==> config.mk <==
export PLATFORM = sky130hd
export DESIGN_NAME = timer3_counter
export DESIGN_NICKNAME = d
export VERILOG_FILES = /design/src/rtl/timer3_pkg.sv /design/src/rtl/timer3_prescaler.sv /design/src/rtl/timer3_ext_edge.sv /design/src/rtl/timer3_counter.sv
export SDC_FILE = /design/constraint.sdc
export NUM_CORES = 1
export LEC_CHECK = 0
export BUFFER_PORTS_ARGS = -buffer_cell sky130_fd_sc_hd__buf_2
export CORE_ASPECT_RATIO = 0.9
export CORE_MARGIN = 5
export CORE_UTILIZATION = 56
export DETAILED_ROUTE_END_ITERATION = 6
export MAX_ROUTING_LAYER = met4
export PLACE_DENSITY = 0.9
export SLEW_MARGIN = 15
export SYNTH_ARGS = -nofsm -noshare
export SYNTH_HDL_FRONTEND = slang
export SYNTH_SLANG_ARGS = --single-unit
==> constraint.sdc <==
create_clock -name core_clk -period 3 [get_ports core_clk]
set_input_delay 0.9 -clock core_clk [delete_from_list [all_inputs] [get_ports core_clk]]
set_output_delay 0.9 -clock core_clk [all_outputs]
set_load 0.03 [all_outputs]
==> src/rtl/timer3_pkg.sv <==
// Purpose: Shared constants for the 16-bit timer/counter and its Wishbone register file.
// Assumes: Byte addresses on a 32-bit classic Wishbone bus; each register takes one word.
// Notes:   Register data sits in bits 7:0; the upper bits read as zero.
package timer3_pkg;

  // ----------------------------------------------------------------
  // Register map
  // ----------------------------------------------------------------
  localparam int        ADR_W          = 8;
  localparam logic [7:0] OFS_CONTROL   = 8'h00;
  localparam logic [7:0] OFS_COUNT_LOW = 8'h04;
  localparam logic [7:0] OFS_COUNT_HIGH = 8'h08;
  localparam logic [7:0] OFS_STATUS    = 8'h0c;

  // ----------------------------------------------------------------
  // Control register fields
  // ----------------------------------------------------------------
  localparam int BIT_WIDE_ACCESS   = 7;
  localparam int BIT_TIMEBASE_HI   = 6;
  localparam int BIT_PRESCALE_HI   = 5;
  localparam int BIT_PRESCALE_LO   = 4;
  localparam int BIT_TIMEBASE_LO   = 3;
  localparam int BIT_EXT_SYNC_N    = 2;
  localparam int BIT_CLOCK_SOURCE  = 1;
  localparam int BIT_COUNTER_RUN   = 0;
  localparam logic [7:0] CONTROL_RESET = 8'h00;

  // ----------------------------------------------------------------
  // Status register fields
  // ----------------------------------------------------------------
  localparam int BIT_OVERFLOW  = 0;
  localparam int BIT_EXT_ARMED = 1;

  // ----------------------------------------------------------------
  // Counts and encodings
  // ----------------------------------------------------------------
  localparam logic [15:0] COUNT_RESET  = 16'h0000;
  localparam logic [15:0] COUNT_MAX    = 16'hffff;
  localparam logic [1:0]  INSTR_DIV_LAST = 2'h3;
  localparam logic [1:0]  TB_SPLIT     = 2'h1;
  localparam logic [2:0]  PRESCALE_MASK_1 = 3'h0;
  localparam logic [2:0]  PRESCALE_MASK_2 = 3'h1;
  localparam logic [2:0]  PRESCALE_MASK_4 = 3'h3;
  localparam logic [2:0]  PRESCALE_MASK_8 = 3'h7;

endpackage

==> src/rtl/timer3_prescaler.sv <==
// Purpose: Divides a one-cycle tick stream by 1, 2, 4 or 8.
// Assumes: Tick and clear are synchronous one-cycle pulses.
// Notes:   The output pulse lags the qualifying tick by one cycle.
`timescale 1ns/100ps
`default_nettype none
module timer3_prescaler (
  input  wire logic       core_clk,
  input  wire logic       reset_n,
  input  wire logic       tick,
  input  wire logic       clear,
  input  wire logic [1:0] ratio_sel,
  output logic            pulse
);

  typedef struct packed {
    logic [2:0] cnt;
    logic       pulse;
  } presc_state_t;

  presc_state_t st_q;
  presc_state_t st_d;
  logic [2:0]   mask;

  // ----------------------------------------------------------------
  // Next state
  // ----------------------------------------------------------------
  always_comb begin
    st_d = st_q;
    st_d.pulse = 1'b0;
    case (ratio_sel)
      2'h0:    mask = timer3_pkg::PRESCALE_MASK_1;
      2'h1:    mask = timer3_pkg::PRESCALE_MASK_2;
      2'h2:    mask = timer3_pkg::PRESCALE_MASK_4;
      default: mask = timer3_pkg::PRESCALE_MASK_8;
    endcase
    if (clear) begin
      st_d.cnt = 3'h0;
    end else if (tick) begin
      if ((st_q.cnt & mask) == mask) begin
        st_d.cnt = 3'h0;
        st_d.pulse = 1'b1;
      end else begin
        st_d.cnt = st_q.cnt + 3'h1;
      end
    end
  end

  always_ff @(posedge core_clk or negedge reset_n) begin
    if (!reset_n) begin
      st_q <= '0;
    end else begin
      st_q <= st_d;
    end
  end

  assign pulse = st_q.pulse;

endmodule
`default_nettype wire

==> src/rtl/timer3_ext_edge.sv <==
// Purpose: Turns an external clock level into one-cycle rising-edge pulses.
// Assumes: The level may change at any time when the synchroniser is in use.
// Notes:   The first rising edge after enabling is skipped until a falling edge is seen.
`timescale 1ns/100ps
`default_nettype none
module timer3_ext_edge (
  input  wire logic core_clk,
  input  wire logic reset_n,
  input  wire logic ext_level,
  input  wire logic bypass,
  input  wire logic enable,
  output logic      rise_pulse,
  output logic      armed
);

  typedef struct packed {
    logic sync1;
    logic sync2;
    logic prev;
    logic armed;
    logic pulse;
  } edge_state_t;

  edge_state_t st_q;
  edge_state_t st_d;
  logic        level;

  // ----------------------------------------------------------------
  // Next state
  // ----------------------------------------------------------------
  always_comb begin
    st_d = st_q;
    st_d.sync1 = ext_level;
    st_d.sync2 = st_q.sync1;
    // Bypass saves two cycles of latency but trusts the level to be clean.
    level = bypass ? ext_level : st_q.sync2;
    st_d.prev = level;
    st_d.pulse = 1'b0;
    if (!enable) begin
      st_d.armed = 1'b0;
    end else if (st_q.prev && !level) begin
      st_d.armed = 1'b1;
    end
    if (enable && st_q.armed && !st_q.prev && level) begin
      st_d.pulse = 1'b1;
    end
  end

  always_ff @(posedge core_clk or negedge reset_n) begin
    if (!reset_n) begin
      st_q <= '0;
    end else begin
      st_q <= st_d;
    end
  end

  assign rise_pulse = st_q.pulse;
  assign armed      = st_q.armed;

endmodule
`default_nettype wire

==> src/rtl/timer3_counter.sv <==
// Purpose: 16-bit timer/counter with prescaler, clock select and Wishbone registers.
// Assumes: core_clk is the oscillator; all inputs but the external clock level are synchronous to it.
// Notes:   Register accesses are answered one cycle after the request is seen.
//
// Behaviour
// - Count is 16 bits in two bytes, each readable and writable.
// - Rolling from maximum to zero sets the sticky overflow flag.
// - A trigger from a unit using this time base clears the count.
// - Control register is eight read/write bits, reset zero; bit 0 runs counter.
// - Bit 7 selects one 16-bit access instead of two 8-bit accesses.
// - Time-base pattern 1x gives both units this timer; 00 gives both companion.
// - Prescale 11 divides by 8, 10 by 4, 01 by 2.
// - External mode: bit 2 clear synchronises, set bypasses; internal ignores it.
// - Synchronisation is unavailable while system clock runs from a timer oscillator.
// - External edges are ignored until one falling edge follows enabling.
`timescale 1ns/100ps
`default_nettype none
module timer3_counter (
  input  wire logic        core_clk,
  input  wire logic        reset_n,
  input  wire logic        wb_cyc_i,
  input  wire logic        wb_stb_i,
  input  wire logic        wb_we_i,
  input  wire logic [7:0]  wb_adr_i,
  input  wire logic [3:0]  wb_sel_i,
  input  wire logic [31:0] wb_dat_i,
  output logic      [31:0] wb_dat_o,
  output logic             wb_ack_o,
  input  wire logic        ext_clock_pin,
  input  wire logic        companion_osc_clk,
  input  wire logic        companion_osc_enable,
  input  wire logic        sysclk_from_timer_osc,
  input  wire logic        ccp1_trigger,
  input  wire logic        ccp2_trigger,
  output logic             ccp1_uses_this_timer,
  output logic             ccp2_uses_this_timer,
  output logic             overflow_flag,
  output logic      [15:0] count_value
);

  // ----------------------------------------------------------------
  // State
  // ----------------------------------------------------------------
  typedef struct packed {
    logic [7:0]  control;
    logic [15:0] count;
    logic [7:0]  high_buf;
    logic        overflow;
    logic        ack;
    logic [7:0]  rdata;
    logic [1:0]  instr_div;
    logic        ccp1_tb;
    logic        ccp2_tb;
  } timer_state_t;

  timer_state_t st_q;
  timer_state_t st_d;

  logic       req;
  logic       wr_lane;
  logic       wide;
  logic       run;
  logic       ext_sel;
  logic       instr_tick;
  logic       ext_tick;
  logic       src_tick;
  logic       count_tick;
  logic       ext_armed;
  logic       ext_level;
  logic       sync_bypass;
  logic       presc_clr;
  logic       count_written;
  logic       ccp_clear;
  logic [1:0] tb_sel;

  // ----------------------------------------------------------------
  // Clock selection
  // ----------------------------------------------------------------
  assign wide    = st_q.control[timer3_pkg::BIT_WIDE_ACCESS];
  assign run     = st_q.control[timer3_pkg::BIT_COUNTER_RUN];
  assign ext_sel = st_q.control[timer3_pkg::BIT_CLOCK_SOURCE];
  assign tb_sel  = {st_q.control[timer3_pkg::BIT_TIMEBASE_HI],
                    st_q.control[timer3_pkg::BIT_TIMEBASE_LO]};

  // The companion oscillator, once enabled by its owner, replaces the pin.
  assign ext_level = companion_osc_enable ? companion_osc_clk : ext_clock_pin;

  // A synchroniser cannot work when the system clock itself is the timer
  // oscillator, so the path is forced into bypass then.
  assign sync_bypass = st_q.control[timer3_pkg::BIT_EXT_SYNC_N]
                     | sysclk_from_timer_osc;

  assign instr_tick = (st_q.instr_div == timer3_pkg::INSTR_DIV_LAST);
  assign src_tick   = run & (ext_sel ? ext_tick : instr_tick);

  timer3_ext_edge u_ext_edge (
    .core_clk   (core_clk),
    .reset_n    (reset_n),
    .ext_level  (ext_level),
    .bypass     (sync_bypass),
    .enable     (run & ext_sel),
    .rise_pulse (ext_tick),
    .armed      (ext_armed)
  );

  timer3_prescaler u_prescaler (
    .core_clk  (core_clk),
    .reset_n   (reset_n),
    .tick      (src_tick),
    .clear     (presc_clr),
    .ratio_sel ({st_q.control[timer3_pkg::BIT_PRESCALE_HI],
                 st_q.control[timer3_pkg::BIT_PRESCALE_LO]}),
    .pulse     (count_tick)
  );

  // ----------------------------------------------------------------
  // Next state
  // ----------------------------------------------------------------
  assign req     = wb_cyc_i & wb_stb_i & ~st_q.ack;
  assign wr_lane = wb_we_i & wb_sel_i[0];

  always_comb begin
    st_d = st_q;
    st_d.ack = 1'b0;
    presc_clr = 1'b0;
    count_written = 1'b0;
    st_d.instr_div = st_q.instr_div + 2'h1;

    // Time-base assignment for the two capture/compare units.
    st_d.ccp1_tb = tb_sel[1];
    st_d.ccp2_tb = tb_sel[1] | (tb_sel == timer3_pkg::TB_SPLIT);
    ccp_clear = (ccp1_trigger & st_q.ccp1_tb) | (ccp2_trigger & st_q.ccp2_tb);

    if (req) begin
      st_d.ack = 1'b1;
      st_d.rdata = 8'h00;
      case (wb_adr_i)
        timer3_pkg::OFS_CONTROL: begin
          st_d.rdata = st_q.control;
          if (wr_lane) begin
            st_d.control = wb_dat_i[7:0];
          end
        end
        timer3_pkg::OFS_COUNT_LOW: begin
          st_d.rdata = st_q.count[7:0];
          if (!wb_we_i && wide) begin
            st_d.high_buf = st_q.count[15:8];
          end
          if (wr_lane) begin
            presc_clr = 1'b1;
            count_written = 1'b1;
            if (wide) begin
              st_d.count = {st_q.high_buf, wb_dat_i[7:0]};
            end else begin
              st_d.count[7:0] = wb_dat_i[7:0];
            end
          end
        end
        timer3_pkg::OFS_COUNT_HIGH: begin
          st_d.rdata = wide ? st_q.high_buf : st_q.count[15:8];
          if (wr_lane) begin
            if (wide) begin
              st_d.high_buf = wb_dat_i[7:0];
            end else begin
              st_d.count[15:8] = wb_dat_i[7:0];
              presc_clr = 1'b1;
              count_written = 1'b1;
            end
          end
        end
        timer3_pkg::OFS_STATUS: begin
          st_d.rdata[timer3_pkg::BIT_OVERFLOW]  = st_q.overflow;
          st_d.rdata[timer3_pkg::BIT_EXT_ARMED] = ext_armed;
          if (wr_lane && wb_dat_i[timer3_pkg::BIT_OVERFLOW]) begin
            st_d.overflow = 1'b0;
          end
        end
        default: begin
          st_d.rdata = 8'h00;
        end
      endcase
    end

    // A software write owns the count in its cycle; otherwise a trigger
    // clears it, and only without a trigger may the prescaled tick advance it.
    if (!count_written) begin
      if (ccp_clear) begin
        st_d.count = timer3_pkg::COUNT_RESET;
      end else if (count_tick) begin
        st_d.count = st_q.count + 16'h0001;
        if (st_q.count == timer3_pkg::COUNT_MAX) begin
          st_d.overflow = 1'b1;
        end
      end
    end
  end

  always_ff @(posedge core_clk or negedge reset_n) begin
    if (!reset_n) begin
      st_q <= '0;
      st_q.control <= timer3_pkg::CONTROL_RESET;
      st_q.count <= timer3_pkg::COUNT_RESET;
    end else begin
      st_q <= st_d;
    end
  end

  // ----------------------------------------------------------------
  // Outputs
  // ----------------------------------------------------------------
  assign wb_dat_o             = {24'h000000, st_q.rdata};
  assign wb_ack_o             = st_q.ack;
  assign ccp1_uses_this_timer = st_q.ccp1_tb;
  assign ccp2_uses_this_timer = st_q.ccp2_tb;
  assign overflow_flag        = st_q.overflow;
  assign count_value          = st_q.count;

endmodule
`default_nettype wire

==> results.tsv, run 1 <==
stage	metric	value	unit
critical_path	WS Path Type	input port to register	
clock_tree	Post-CTS Setup Inserts	0	
logic_synthesis	synth top area cells	dfrtp_1 39%, buf_4 10%, mux2i_1 8.9%, o22ai_1 3.6%, mux2_2 3.5%	
hold_path	Min-Delay Endpoint	u_ext_edge.st_q[3]	
drt	total routed wirelength	9180	um
status	status	finished, final reports clean	
global_routing	first-pass GRT wire length	14600	um
critical_path	reg2reg setup slack	0.82	ns
drt	post-route ant nets	0	
critical_path	critical path data required time	3.21	ns
critical_path	CP max stage delay	0.58	ns
pwr	switching power	0.442	mW
drt	Vias/cell	6.06	
pwr	Pint	1.08	mW
clock_tree	clk slew on worst S/H paths	0.11	ns
pwr	Sw Share	29.1	%
sta	final period utilization	95.8	%
die	io pins	107	
finish	Layout Cells excl Fill	494	
sta	Slew HR	53.8	%
global_routing	vias in the first global route	2864	
critical_path	Crit. End Element	register	
placement	pre-CTS setup slack	-0.0702	ns
critical_path	crit path max-delay cell type	or4_1	
sta	Max Slew Vio Count	0	
finish	fin nets	464	
sta	Fin. Hold Viols	0	
clock_tree	Root Driver	clkbuf_8	
sta	f_max	0.348	GHz
logic_synthesis	Post-Syn Instances	367	
drt	DRT Pass-1 Iters	7	
placement	Cells after DPL	486	
sta	unrepaired setup endpoints after global routing	no	
placement	hpwl dp	6860	um
critical_path	critical path, cell by cell	buf_2 -> or4_4 -> or4_1 -> buf_4 -> nor2_2 -> nor2_1 -> a311oi_1	
global_routing	overall global routing resource usage	24.1	%
clock_tree	clock buffer depth	2	
pwr	power share of the clock group	34.3	%
clock_tree	Worst-Skew Late Latency	0.32	ns
die	Initial Utilization	57.3	%
die	Core Area	0.00611	sq mm
die	DIE WIDTH	93.4	um
logic_synthesis	Yosys reg bits	55	
sta	final-report setup violation count	0	
critical_path	WP data arrival	3.08	ns
sta	Hold WS	0.367	ns
clock_tree	clock sink count	55	
placement	# port buffers	55	
drt	Vias	2996	
logic_synthesis	top-area cell type share of the netlist area	39.3	%
pwr	peak supply drop	295	uV
sta	worst slew pin tran	0.692	ns
critical_path	worst-path maximum fanout	7	
logic_synthesis	register area share after synthesis	39.3	%
logic_synthesis	Synth Warn #	0	
pwr	pwr dens	398	mW/mm^2
critical_path	CP startpoint kind	input port	
global_routing	antenna violations before repair	0	
drt	DR iter-0 viols	336	
logic_synthesis	ys flop type	dfrtp_1	
sta	clock skew	0.00855	ns
logic_synthesis	Yosys cell types	53	
logic_synthesis	Mapped Area	0.00350	sq mm
finish	Diodes inserted	0	
critical_path	reg-to-reg endpoint	count_value[14]	
critical_path	R2R depth	6	
finish	share of cells above drive strength 1	25.6	%
logic_synthesis	Post-synth EDFFs	0	
hold_path	hold_sp	u_ext_edge.st_d[3]	
global_routing	gr ovfl total	0	
sta	Tmin final	2.87	ns
clock_tree	cts hold-fix bufs	0	
placement	GPL Wtd Cong	0.998	
die	die height	85.0	um
hold_path	Hold Crit Depth	0	
die	die area	0.00794	sq mm
clock_tree	clock buffer count from CTS	5	
sta	final worst slack	0.127	ns
die	row cnt	27	
logic_synthesis	Synth Area per Inst	9.54	sq um
drt	DRC viols	0	
pwr	Gate power share	14.1	%
clock_tree	H-tree depth	2	
clock_tree	PostCTS Resize Cnt	0	
finish	fillers	524	
logic_synthesis	Synth area leader	dfrtp_1	
drt	DR WL/cell	18.6	um
hold_path	worst min path class	register to register	
pwr	Flop pwr share	51.7	%
finish	synthesis-to-finish area growth	8.86	%
pwr	leakage power	1.79	nW
logic_synthesis	Synth async-reset ratio	100	%
global_routing	pin count of the biggest net entering global routing	56	
flow_run	maxcap violations	0	
clock_tree	CTS tree	yes	
critical_path	RR Startpoint	wb_ack_o	
-- flip-flops by register name, summed over array words and instances (netlist names) --
register               count
ccp1_uses_this_timer       1
ccp2_uses_this_timer       1
count_value               16
ext_sel                    1
overflow_flag              1
run                        1
st_d                       1
st_q                      15
u_ext_edge.armed           1
u_ext_edge.rise_pulse      1
u_ext_edge.st_d            1
u_ext_edge.st_q            2
u_prescaler.pulse          1
u_prescaler.st_q           3
wb_ack_o                   1
wb_dat_o                   8
-- layer usage --
layer / wire length (um) / GRT usage (%)
met5: 0 / -
met3: 792 / 4.26
met1: 3820 / 32.4
met4: 169 / 6.39
met2: 4400 / 37.9
-- area by class of cell --
type | count | area (sq um) | share of cell area, %
well taps | 87 | 109 | 2.86
clock inverters | 3 | 47.5 | 1.25
repair buffers | 76 | 433 | 11.4
inverters | 6 | 22.5 | 0.591
multi-input cells | 262 | 1760 | 46.0
clock buffers | 5 | 68.8 | 1.81
flip-flops and latches | 55 | 1380 | 36.1
-- cell usage after synthesis (2+ instances only) --
library cell and instances:
dfrtp_1 55, buf_4 48, nand2_1 32, mux2i_1 31
o22ai_1 20, o21ai_0 18, clkbuf_1 16, nor2_1 14
a21oi_1 12, mux2_2 11, a22o_1 9, nand3_1 9
a22oi_1 7, nor3_1 7, inv_1 6, xor2_1 6
nor3b_1 5, a31oi_1 4, nor2b_1 4, o211ai_1 4
xnor2_1 4, ha_1 3, nand4_1 3, or4_1 3
a221oi_1 2, and2_1 2, and4_1 2, mux4_2 2
nand2b_1 2, or2_0 2, or3_1 2
-- logic make-up (layout without fill, tap and decap cells) --
group,count (synthesis),after routing,synth area share [%]
mux,44,44,13.7
buf+inv,73,90,13.0
compound gates,82,82,15.2
simple gates,99,99,15.1
xor+xnor,10,10,2.50
fa+ha+maj,3,3,1.07
other cells,1,24,0.107
flops,55,55,39.3
-- worst max-delay path, delay by kind of cell --
| family | cells | cell delay [ns] |
|---|---|---|
| AND/OR/NAND/NOR | 4 | 1.53 |
| buffers and inverters | 2 | 0.30 |
| AO/OA/AOI/OAI | 1 | 0.35 |
-- power by group through the flow --
stage                     clock network [mW]  logic [mW]  registers, mW
after floorplan                            0       0.172          0.791
after global placement                     0       0.204          0.797
after detailed placement                   0       0.210          0.799
after CTS                              0.529       0.211          0.784
after global routing                   0.559       0.230          0.787
final                                  0.520       0.213          0.785
-- cell usage in the layout (no fill, tap or decap), types with 3 or more instances in the layout --
cell       n
xnor2_1    4
a22oi_1    7
a21oi_1   12
ha_1       3
nand4_1    3
nor2_1    14
nand2_1   32
clkbuf_8   5
buf_2     55
inv_1      6
o211ai_1   4
o21ai_0   18
conb_1    24
nor3_1     7
nor2b_1    4
or4_1      3
xor2_1     6
a31oi_1    4
nand3_1    9
a22o_1     9
nor3b_1    5
dfrtp_1   55
mux2_2    11
o22ai_1   20
mux2i_1   31
buf_4     21
-- through the flow --
stage	utilization (%)	total power [mW]	setup TNS [ns]	area, sq um
2_1_floorplan	-	0.963	0	3590
3_3_place_gp	60.4	1.00	-0.0708	3700
3_5_place_dp	60.4	1.01	-0.0941	3700
4_1_cts	62.3	1.52	0	3810
5_1_grt	62.3	1.58	0	3810
6_report	62.3	1.52	0	3810
-- worst max-delay path by stage --
stage	from	endpoint	slack, ns	depth (start not counted)
2_1_floorplan	wb_adr_i[5]	count_value[14]	0.09	7
3_3_place_gp	wb_adr_i[5]	count_value[14]	-0.03	7
3_5_place_dp	wb_adr_i[5]	count_value[14]	-0.07	7
4_1_cts	wb_adr_i[5]	count_value[14]	0.27	7
5_1_grt	wb_adr_i[5]	count_value[14]	0.19	7
6_report	wb_adr_i[5]	count_value[14]	0.13	7
Power figures use the tool's default switching activity.
==> run 2, diff against run 1 <==
--- a/config.mk
+++ b/config.mk
@@ -8,11 +8,13 @@
 export BUFFER_PORTS_ARGS = -buffer_cell sky130_fd_sc_hd__buf_2
 export CORE_ASPECT_RATIO = 0.9
 export CORE_MARGIN = 5
-export CORE_UTILIZATION = 56
+export CORE_UTILIZATION = 30
+export CTS_CLUSTER_SIZE = 10
 export DETAILED_ROUTE_END_ITERATION = 6
 export MAX_ROUTING_LAYER = met4
-export PLACE_DENSITY = 0.9
+export PLACE_DENSITY = 0.55
 export SLEW_MARGIN = 15
 export SYNTH_ARGS = -nofsm -noshare
 export SYNTH_HDL_FRONTEND = slang
+export SYNTH_HIERARCHICAL = 1
 export SYNTH_SLANG_ARGS = --single-unit
==> run 2 against run 1 <==
  * Sequential share of layout area down 2.7 points
  * Synthesized area up 6.6%
  * Synthesized cell count grew 8.7%
  * Global-route usage fell by 9.2 points
  * Sequential power rose by 2%
  * Via count grew 1.1%
  * Final area is 8.1% higher
==> results.tsv, run 2 <==
stage	metric	value	unit	change
sta	final-report setup violation count	0		unchanged
sta	final worst slack	0.645	ns	was 0.127 ns
placement	Cells after DPL	587		was 486
logic_synthesis	Synth area leader	dfrtp_1		unchanged
critical_path	CP max stage delay	0.42	ns	was 0.58 ns
global_routing	gr ovfl total	0		unchanged
global_routing	first-pass GRT wire length	16600	um	was 14600 um
hold_path	worst min path class	register to register		unchanged
clock_tree	Worst-Skew Late Latency	0.29	ns	was 0.32 ns
sta	unrepaired setup endpoints after global routing	no		unchanged
global_routing	overall global routing resource usage	14.9	%	was 24.1%
logic_synthesis	Post-synth EDFFs	0		unchanged
logic_synthesis	Synth async-reset ratio	100	%	unchanged
finish	Layout Cells excl Fill	595		was 494
sta	Max Slew Vio Count	0		unchanged
status	status	finished, final reports clean		unchanged
drt	Vias/cell	5.09		was 6.06
drt	Vias	3030		was 2996
logic_synthesis	synth top area cells	dfrtp_1 37%, buf_4 11%, mux2i_1 5.6%, mux2_2 3.3%, nand2_1 2.9%		was dfrtp_1 39%, buf_4 10%, mux2i_1 8.9%, o22ai_1 3.6%, mux2_2 3.5%
clock_tree	clock buffer depth	2		unchanged
pwr	pwr dens	397	mW/mm^2	was 398 mW/mm^2
finish	synthesis-to-finish area growth	10.4	%	was 8.86%
sta	worst slew pin tran	0.760	ns	was 0.692 ns
finish	max reg flops	16		unchanged
clock_tree	Root Driver	clkbuf_16		was clkbuf_8
die	Core Area	0.0121	sq mm	was 0.00611 sq mm
drt	DR WL/cell	17.8	um	was 18.6 um
critical_path	worst-path maximum fanout	17		was 7
pwr	peak supply drop	216	uV	was 295 uV
die	die area	0.0148	sq mm	was 0.00794 sq mm
pwr	leakage power	1.93	nW	was 1.79 nW
sta	clock skew	0.00715	ns	was 0.00855 ns
logic_synthesis	Yosys reg bits	55		unchanged
die	io pins	107		unchanged
logic_synthesis	top cells by count, synth	55 x dfrtp_1, 53 x buf_4, 29 x nand2_1		was 55 x dfrtp_1, 48 x buf_4, 32 x nand2_1
logic_synthesis	ys flop type	dfrtp_1		unchanged
flow_run	maxcap violations	0		unchanged
sta	setup tns final	0	ns	unchanged
finish	Util after Layout	34.0	%	was 62.3%
global_routing	pin count of the biggest net entering global routing	56		unchanged
die	row cnt	38		was 27
clock_tree	clock buffer count from CTS	5		unchanged
drt	total routed wirelength	10600	um	was 9180 um
placement	GPL Wtd Cong	0.930		was 0.998
finish	fin nets	492		was 464
logic_synthesis	Mapped Area	0.00373	sq mm	was 0.00350 sq mm
placement	pre-CTS setup slack	0.361	ns	was -0.0702 ns
clock_tree	Post-CTS Setup Inserts	0		unchanged
placement	# port buffers	55		unchanged
pwr	Power Total	1.64	mW	was 1.52 mW
clock_tree	clk slew on worst S/H paths	0.07	ns	was 0.11 ns
critical_path	Crit path max-delay family	compound AO/OA/AOI/OAI gates		was simple AND/OR/NAND/NOR gates
sta	Slew HR	49.4	%	was 53.8%
critical_path	Crit. End Element	register		unchanged
sta	Tmin final	2.36	ns	was 2.87 ns
logic_synthesis	register area share after synthesis	36.9	%	was 39.3%
critical_path	critical path data required time	3.16	ns	was 3.21 ns
critical_path	WS Path Type	input port to register		unchanged
clock_tree	PostCTS Resize Cnt	0		unchanged
logic_synthesis	Synth Warn #	6		was 0
die	DIE WIDTH	128	um	was 93.4 um
critical_path	critical path, cell by cell	buf_2 -> nand2b_2 -> o21ai_1 -> a21o_1 -> a2bb2oi_1 -> o221ai_1		was buf_2 -> or4_4 -> or4_1 -> buf_4 -> nor2_2 -> nor2_1 -> a311oi_1
drt	DRC viols	0		unchanged
sta	Fin. Hold Viols	0		unchanged
sta	final period utilization	78.5	%	was 95.8%
global_routing	vias in the first global route	2950		was 2864
finish	commonest non-fill, non-tap cells in the layout	55 x dfrtp_1, 55 x buf_2, 29 x nand2_1, 26 x nor2_1, 24 x conb_1		was 55 x dfrtp_1, 55 x buf_2, 32 x nand2_1, 31 x mux2i_1, 24 x conb_1
die	Initial Utilization	30.8	%	was 57.3%
drt	DRT Pass-1 Iters	4		was 7
logic_synthesis	Post-Syn Instances	399		was 367
drt	post-route ant nets	0		unchanged
clock_tree	CTS tree	yes		unchanged
logic_synthesis	Yosys cell types	67		was 53
finish	share of cells above drive strength 1	26.4	%	was 25.6%
critical_path	CP startpoint kind	input port		unchanged
logic_synthesis	top-area cell type share of the netlist area	36.9	%	was 39.3%
critical_path	Bufs and invs on worst path	1		was 2
placement	hpwl dp	8080	um	was 6860 um
critical_path	crit path max-delay cell type	a21o_1		was or4_1
critical_path	WP data arrival	2.51	ns	was 3.08 ns
clock_tree	clock sink count	55		unchanged
finish	Diodes inserted	0		unchanged
die	die height	116	um	was 85.0 um
drt	DR iter-0 viols	237		was 336
global_routing	antenna violations before repair	0		unchanged
clock_tree	cts hold-fix bufs	0		unchanged
logic_synthesis	Synth Area per Inst	9.36	sq um	was 9.54 sq um
clock_tree	H-tree depth	2		unchanged
logic_synthesis	most frequent cell after synthesis	dfrtp_1		unchanged
sta	f_max	0.425	GHz	was 0.348 GHz
==> run 2: through the flow <==
step           hold WS (ns)  area [sq um]
2_1_floorplan         0.331          3820
3_5_place_dp          0.335          3980
6_report              0.350          4120
5_1_grt               0.358          4120
4_1_cts               0.352          4120
3_3_place_gp          0.335          3980
==> run 2: per-layer routing <==
layer  part of all wire (%)  vias to the layer above  global-route usage (%)
met5                      0                        -                       -
li1                       -                     1454                       -
met4                   0.90                        0                    3.04
met2                     45                       82                    22.4
met3                    5.3                        6                    2.90
met1                     49                     1488                    21.0
==> run 2: logic make-up (layout without fill, tap and decap cells) <==
kind of cell,Yosys count,in the layout,share of synthesized area [%]
and+or+nand+nor,136,136,20.8
AOI/OAI and AO/OA,90,90,16.5
buffers and inverters,75,88,13.2
DFF,55,55,36.9
muxes,35,35,10.6
xor gates and xnor gates,4,4,0.938
adders and majority gates,3,3,1.01
other,1,24,0.100
==> run 2: area by class of cell <==
| cell class | instances | area [sq um] |
|---|---|---|
| timing repair buffer | 71 | 420 |
| sequential | 55 | 1380 |
| clock buffer | 5 | 125 |
| multi-input combinational | 292 | 1950 |
| fill | 1276 | 8000 |
| clock inverter | 3 | 15.0 |
| inverter | 9 | 33.8 |
| tap | 160 | 200 |
==> run 2: final timing paths <==
kind / from / end / slack (ns) / depth (start not counted)
worst max register to register: st_q[45] / count_value[15] / 0.91 / 5
worst min register to register: u_ext_edge/st_d[3] / u_ext_edge/st_q[3] / 0.35 / 0
max in group asynchronous: reset_n / wb_dat_o[2] / 2.14 / 2
worst max-delay path: wb_adr_i[2] / count_value[10] / 0.64 / 6
min in group asynchronous: reset_n / st_q[45] / 0.60 / 2
worst min-delay path: u_ext_edge/st_d[3] / u_ext_edge/st_q[3] / 0.35 / 0
==> run 2: power by group <==
part / internal [mW] / switching, mW
clock: 0.306 / 0.266
sequential: 0.761 / 0.0384
combinational: 0.0812 / 0.183
total: 1.15 / 0.488
==> run 2: worst reg2reg max path, delay by kind of cell, from the launching register on <==
family / cells / cell delay (ns)
flops: 1 / 0.84
buf+inv: 1 / 0.20
simple gates: 1 / 0.09
compound gates: 3 / 0.85
==> run 3, diff against run 2 <==
--- a/config.mk
+++ b/config.mk
@@ -5,6 +5,7 @@
 export SDC_FILE = /design/constraint.sdc
 export NUM_CORES = 1
 export LEC_CHECK = 0
+export ABC_AREA = 1
 export BUFFER_PORTS_ARGS = -buffer_cell sky130_fd_sc_hd__buf_2
 export CORE_ASPECT_RATIO = 0.9
 export CORE_MARGIN = 5
@@ -12,7 +13,7 @@
 export CTS_CLUSTER_SIZE = 10
 export DETAILED_ROUTE_END_ITERATION = 6
 export MAX_ROUTING_LAYER = met4
-export PLACE_DENSITY = 0.55
+export PLACE_DENSITY = 0.54
 export SLEW_MARGIN = 15
 export SYNTH_ARGS = -nofsm -noshare
 export SYNTH_HDL_FRONTEND = slang
==> constraint.sdc (replaced) <==
create_clock -name core_clk -period 2.2 [get_ports core_clk]
set_input_delay 0.66 -clock core_clk [delete_from_list [all_inputs] [get_ports core_clk]]
set_output_delay 0.66 -clock core_clk [all_outputs]
set_load 0.03 [all_outputs]
==> run 3 against run 2 <==
  * Global-route usage down 0.24 points
  * Core utilization down 0.46 points
  * Critical path depth down 5
  * Largest cell class unchanged
==> results.tsv, run 3 <==
stage	metric	value	unit	change
status	status	finished, final reports clean		unchanged
die	die height	121	um	was 116 um
critical_path	crit path max-delay cell type	dfrtp_1		was a21o_1
critical_path	reg2reg setup slack	0.43	ns	was 0.91 ns
clock_tree	cts hold-fix bufs	0		unchanged
sta	f_max	0.551	GHz	
critical_path	Crit path max-delay family	flip-flops		was compound AO/OA/AOI/OAI gates
sta	setup tns final	0	ns	unchanged
clock_tree	clock buffer count from CTS	5		unchanged
logic_synthesis	top cells by count, synth	236 x nand2_1, 55 x dfrtp_1, 54 x inv_1		was 55 x dfrtp_1, 53 x buf_4, 29 x nand2_1
clock_tree	clock buffer depth	2		unchanged
logic_synthesis	Mapped Area	0.00409	sq mm	was 0.00373 sq mm
global_routing	vias in the first global route	3476		was 2950
critical_path	worst-path maximum fanout	9		was 17
drt	post-route ant nets	0		unchanged
critical_path	CP max stage delay	0.58	ns	was 0.42 ns
placement	DP Area	0.00433	sq mm	was 0.00398 sq mm
critical_path	R2R depth	7		was 5
logic_synthesis	Post-synth EDFFs	0		unchanged
pwr	pwr dens	514	mW/mm^2	was 397 mW/mm^2
critical_path	WP data arrival	1.16	ns	was 2.51 ns
logic_synthesis	Synth Area per Inst	6.83	sq um	was 9.36 sq um
placement	# port buffers	55		unchanged
die	Core Area	0.0134	sq mm	was 0.0121 sq mm
critical_path	RR Startpoint	wb_ack_o		was st_q[45]
placement	GPL Wtd Cong	0.870		was 0.930
die	Initial Utilization	30.6	%	was 30.8%
clock_tree	CTS tree	yes		unchanged
drt	DRC viols	0		unchanged
pwr	Power Total	2.30	mW	was 1.64 mW
clock_tree	clk slew on worst S/H paths	0.07	ns	about the same
global_routing	pin count of the biggest net entering global routing	39		was 56
hold_path	worst min path class	input port to asynchronous set/reset pin		was register to register
finish	max reg flops	16		unchanged
critical_path	Crit. End Element	output pin		was register
logic_synthesis	register area share after synthesis	33.7	%	was 36.9%
drt	Vias/cell	4.58		was 5.09
critical_path	critical path data required time	1.54	ns	was 3.16 ns
clock_tree	clock sink count	55		unchanged
die	io pins	107		unchanged
pwr	leakage power	2.48	nW	was 1.93 nW
clock_tree	Worst-Skew Late Latency	0.30	ns	was 0.29 ns
sta	unrepaired setup endpoints after global routing	no		unchanged
logic_synthesis	Synth area leader	dfrtp_1		unchanged
logic_synthesis	synth top area cells	dfrtp_1 34%, nand2_1 22%, buf_4 9.4%, inv_1 5.0%, o21ai_0 4.4%		was dfrtp_1 37%, buf_4 11%, mux2i_1 5.6%, mux2_2 3.3%, nand2_1 2.9%
flow_run	maxcap violations	0		unchanged
placement	hpwl dp	9080	um	was 8080 um
global_routing	antenna violations before repair	0		unchanged
die	DIE WIDTH	133	um	was 128 um
critical_path	Bufs and invs on worst path	1		unchanged
critical_path	reg-to-reg endpoint	st_q[16]		was count_value[15]
finish	final std cell area, no fill	0.00448	sq mm	was 0.00412 sq mm
critical_path	WS Path Type	register to output pin		was input port to register
logic_synthesis	most frequent cell after synthesis	nand2_1		was dfrtp_1
sta	final-report setup violation count	0		unchanged
finish	Diodes inserted	0		unchanged
finish	share of cells above drive strength 1	21.6	%	was 26.4%
drt	total routed wirelength	11600	um	was 10600 um
sta	clock skew	0.0102	ns	was 0.00715 ns
finish	Layout Cells excl Fill	806		was 595
die	row cnt	40		was 38
sta	final period utilization	82.5	%	
placement	Cells after DPL	798		was 587
drt	Vias	3695		was 3030
logic_synthesis	Synth async-reset ratio	100	%	unchanged
clock_tree	Post-CTS Setup Inserts	0		unchanged
sta	Hold WS	0.313	ns	was 0.350 ns
logic_synthesis	top-area cell type share of the netlist area	33.7	%	was 36.9%
global_routing	gr ovfl total	0		unchanged
critical_path	CP startpoint kind	register		was input port
clock_tree	Root Driver	clkbuf_16		unchanged
critical_path	critical path, cell by cell	buf_2		was buf_2 -> nand2b_2 -> o21ai_1 -> a21o_1 -> a2bb2oi_1 -> o221ai_1
sta	Tmin final	1.82	ns	
drt	DRT Pass-1 Iters	5		was 4
clock_tree	H-tree depth	2		unchanged
drt	DR iter-0 viols	328		was 237
sta	Max Slew Vio Count	0		unchanged
die	die area	0.0161	sq mm	was 0.0148 sq mm
finish	fin nets	695		was 492
finish	synthesis-to-finish area growth	9.68	%	was 10.4%
global_routing	first-pass GRT wire length	18400	um	was 16600 um
finish	fillers	1453		was 1276
finish	commonest non-fill, non-tap cells in the layout	236 x nand2_1, 55 x dfrtp_1, 55 x buf_2, 54 x inv_1, 36 x o21ai_0		was 55 x dfrtp_1, 55 x buf_2, 29 x nand2_1, 26 x nor2_1, 24 x conb_1
logic_synthesis	Yosys cell types	37		was 67
pwr	peak supply drop	353	uV	was 216 uV
sta	Fin. Hold Viols	0		unchanged
global_routing	overall global routing resource usage	14.7	%	was 14.9%
clock_tree	PostCTS Resize Cnt	0		unchanged
logic_synthesis	Post-Syn Instances	598		was 399
logic_synthesis	Yosys reg bits	55		unchanged
logic_synthesis	Synth Warn #	6		unchanged
logic_synthesis	ys flop type	dfrtp_1		unchanged
finish	commonest non-fill, non-tap cell in the layout	nand2_1		
drt	DR WL/cell	14.4	um	was 17.8 um
[run 3: cell count changes after synthesis, sizes merged, moves of 6 or more]
cell / delta
a211oi: -6
a21oi: -10
a22o: -6
and3: -9
inv: +51
mux2: -9
mux2i: -21
nand2: +223
nand3: +16
nor2: +11
nor2b: -6
o21ai: +37
[run 3: worst max-delay path by stage]
stage,from,endpoint,cells past startpoint
final,count_value[12],count_value[12],1
after global routing,wb_ack_o,st_q[16],7
after CTS,count_value[12],count_value[12],1
after detailed placement,wb_adr_i[7],st_q[18],11
after global placement,wb_adr_i[7],count_value[4],11
after floorplan,wb_adr_i[7],st_q[14],11
[run 3: worst register-to-register path, delay by kind of cell (launching register included)]
kind            cells  cell delay (ns)
compound gates      1             0.05
buf+inv             2             0.51
flops               1             0.38
simple gates        4             0.71
[run 3: final cells by class]
cell class                      count  area, sq um  share of cell area, %
Sequential cell                    55         1380                   30.7
Tap cell                          168          210                   4.69
Timing Repair Buffer               72          415                   9.27
Clock buffer                        5          125                   2.79
Inverter                           62          239                   5.33
Clock inverter                      3         23.8                  0.531
Multi-Input combinational cell    441         2090                   46.7
[run 3: routing by layer]
layer,track usage (%),wire [um],up-vias
met4,2.60,133,0
met3,2.66,780,12
li1,-,-,1864
met5,-,0,-
met2,20.6,4850,135
met1,22.1,5820,1684
[run 3: kinds of logic (layout without fill, tap and decap cells)]
kind of cell	count (synthesis)	in the layout	synth area share [%]
other	1	24	0.0918
flip-flops	55	55	33.7
XOR/XNOR	4	4	0.857
buffers and inverters	125	142	17.2
multiplexers	3	3	0.827
AND/OR/NAND/NOR	332	332	36.1
adder cells (fa/ha/maj)	3	3	0.919
AO/OA/AOI/OAI	75	75	10.3
[run 3: report_power, final]
part           leakage (nW)  internal (mW)  total [mW]  switching [mW]
sequential            0.742           1.04        1.08          0.0419
clock                0.0717          0.429       0.820           0.391
combinational          1.66          0.106       0.397           0.291
total                  2.48           1.58        2.30           0.724
[run 3: stage by stage]
step	setup WS, ns	utilization (%)
after floorplan	0.447	-
after global placement	0.143	32.4
after detailed placement	0.152	32.4
after CTS	0.396	33.5
after global routing	0.280	33.5
final	0.384	33.5
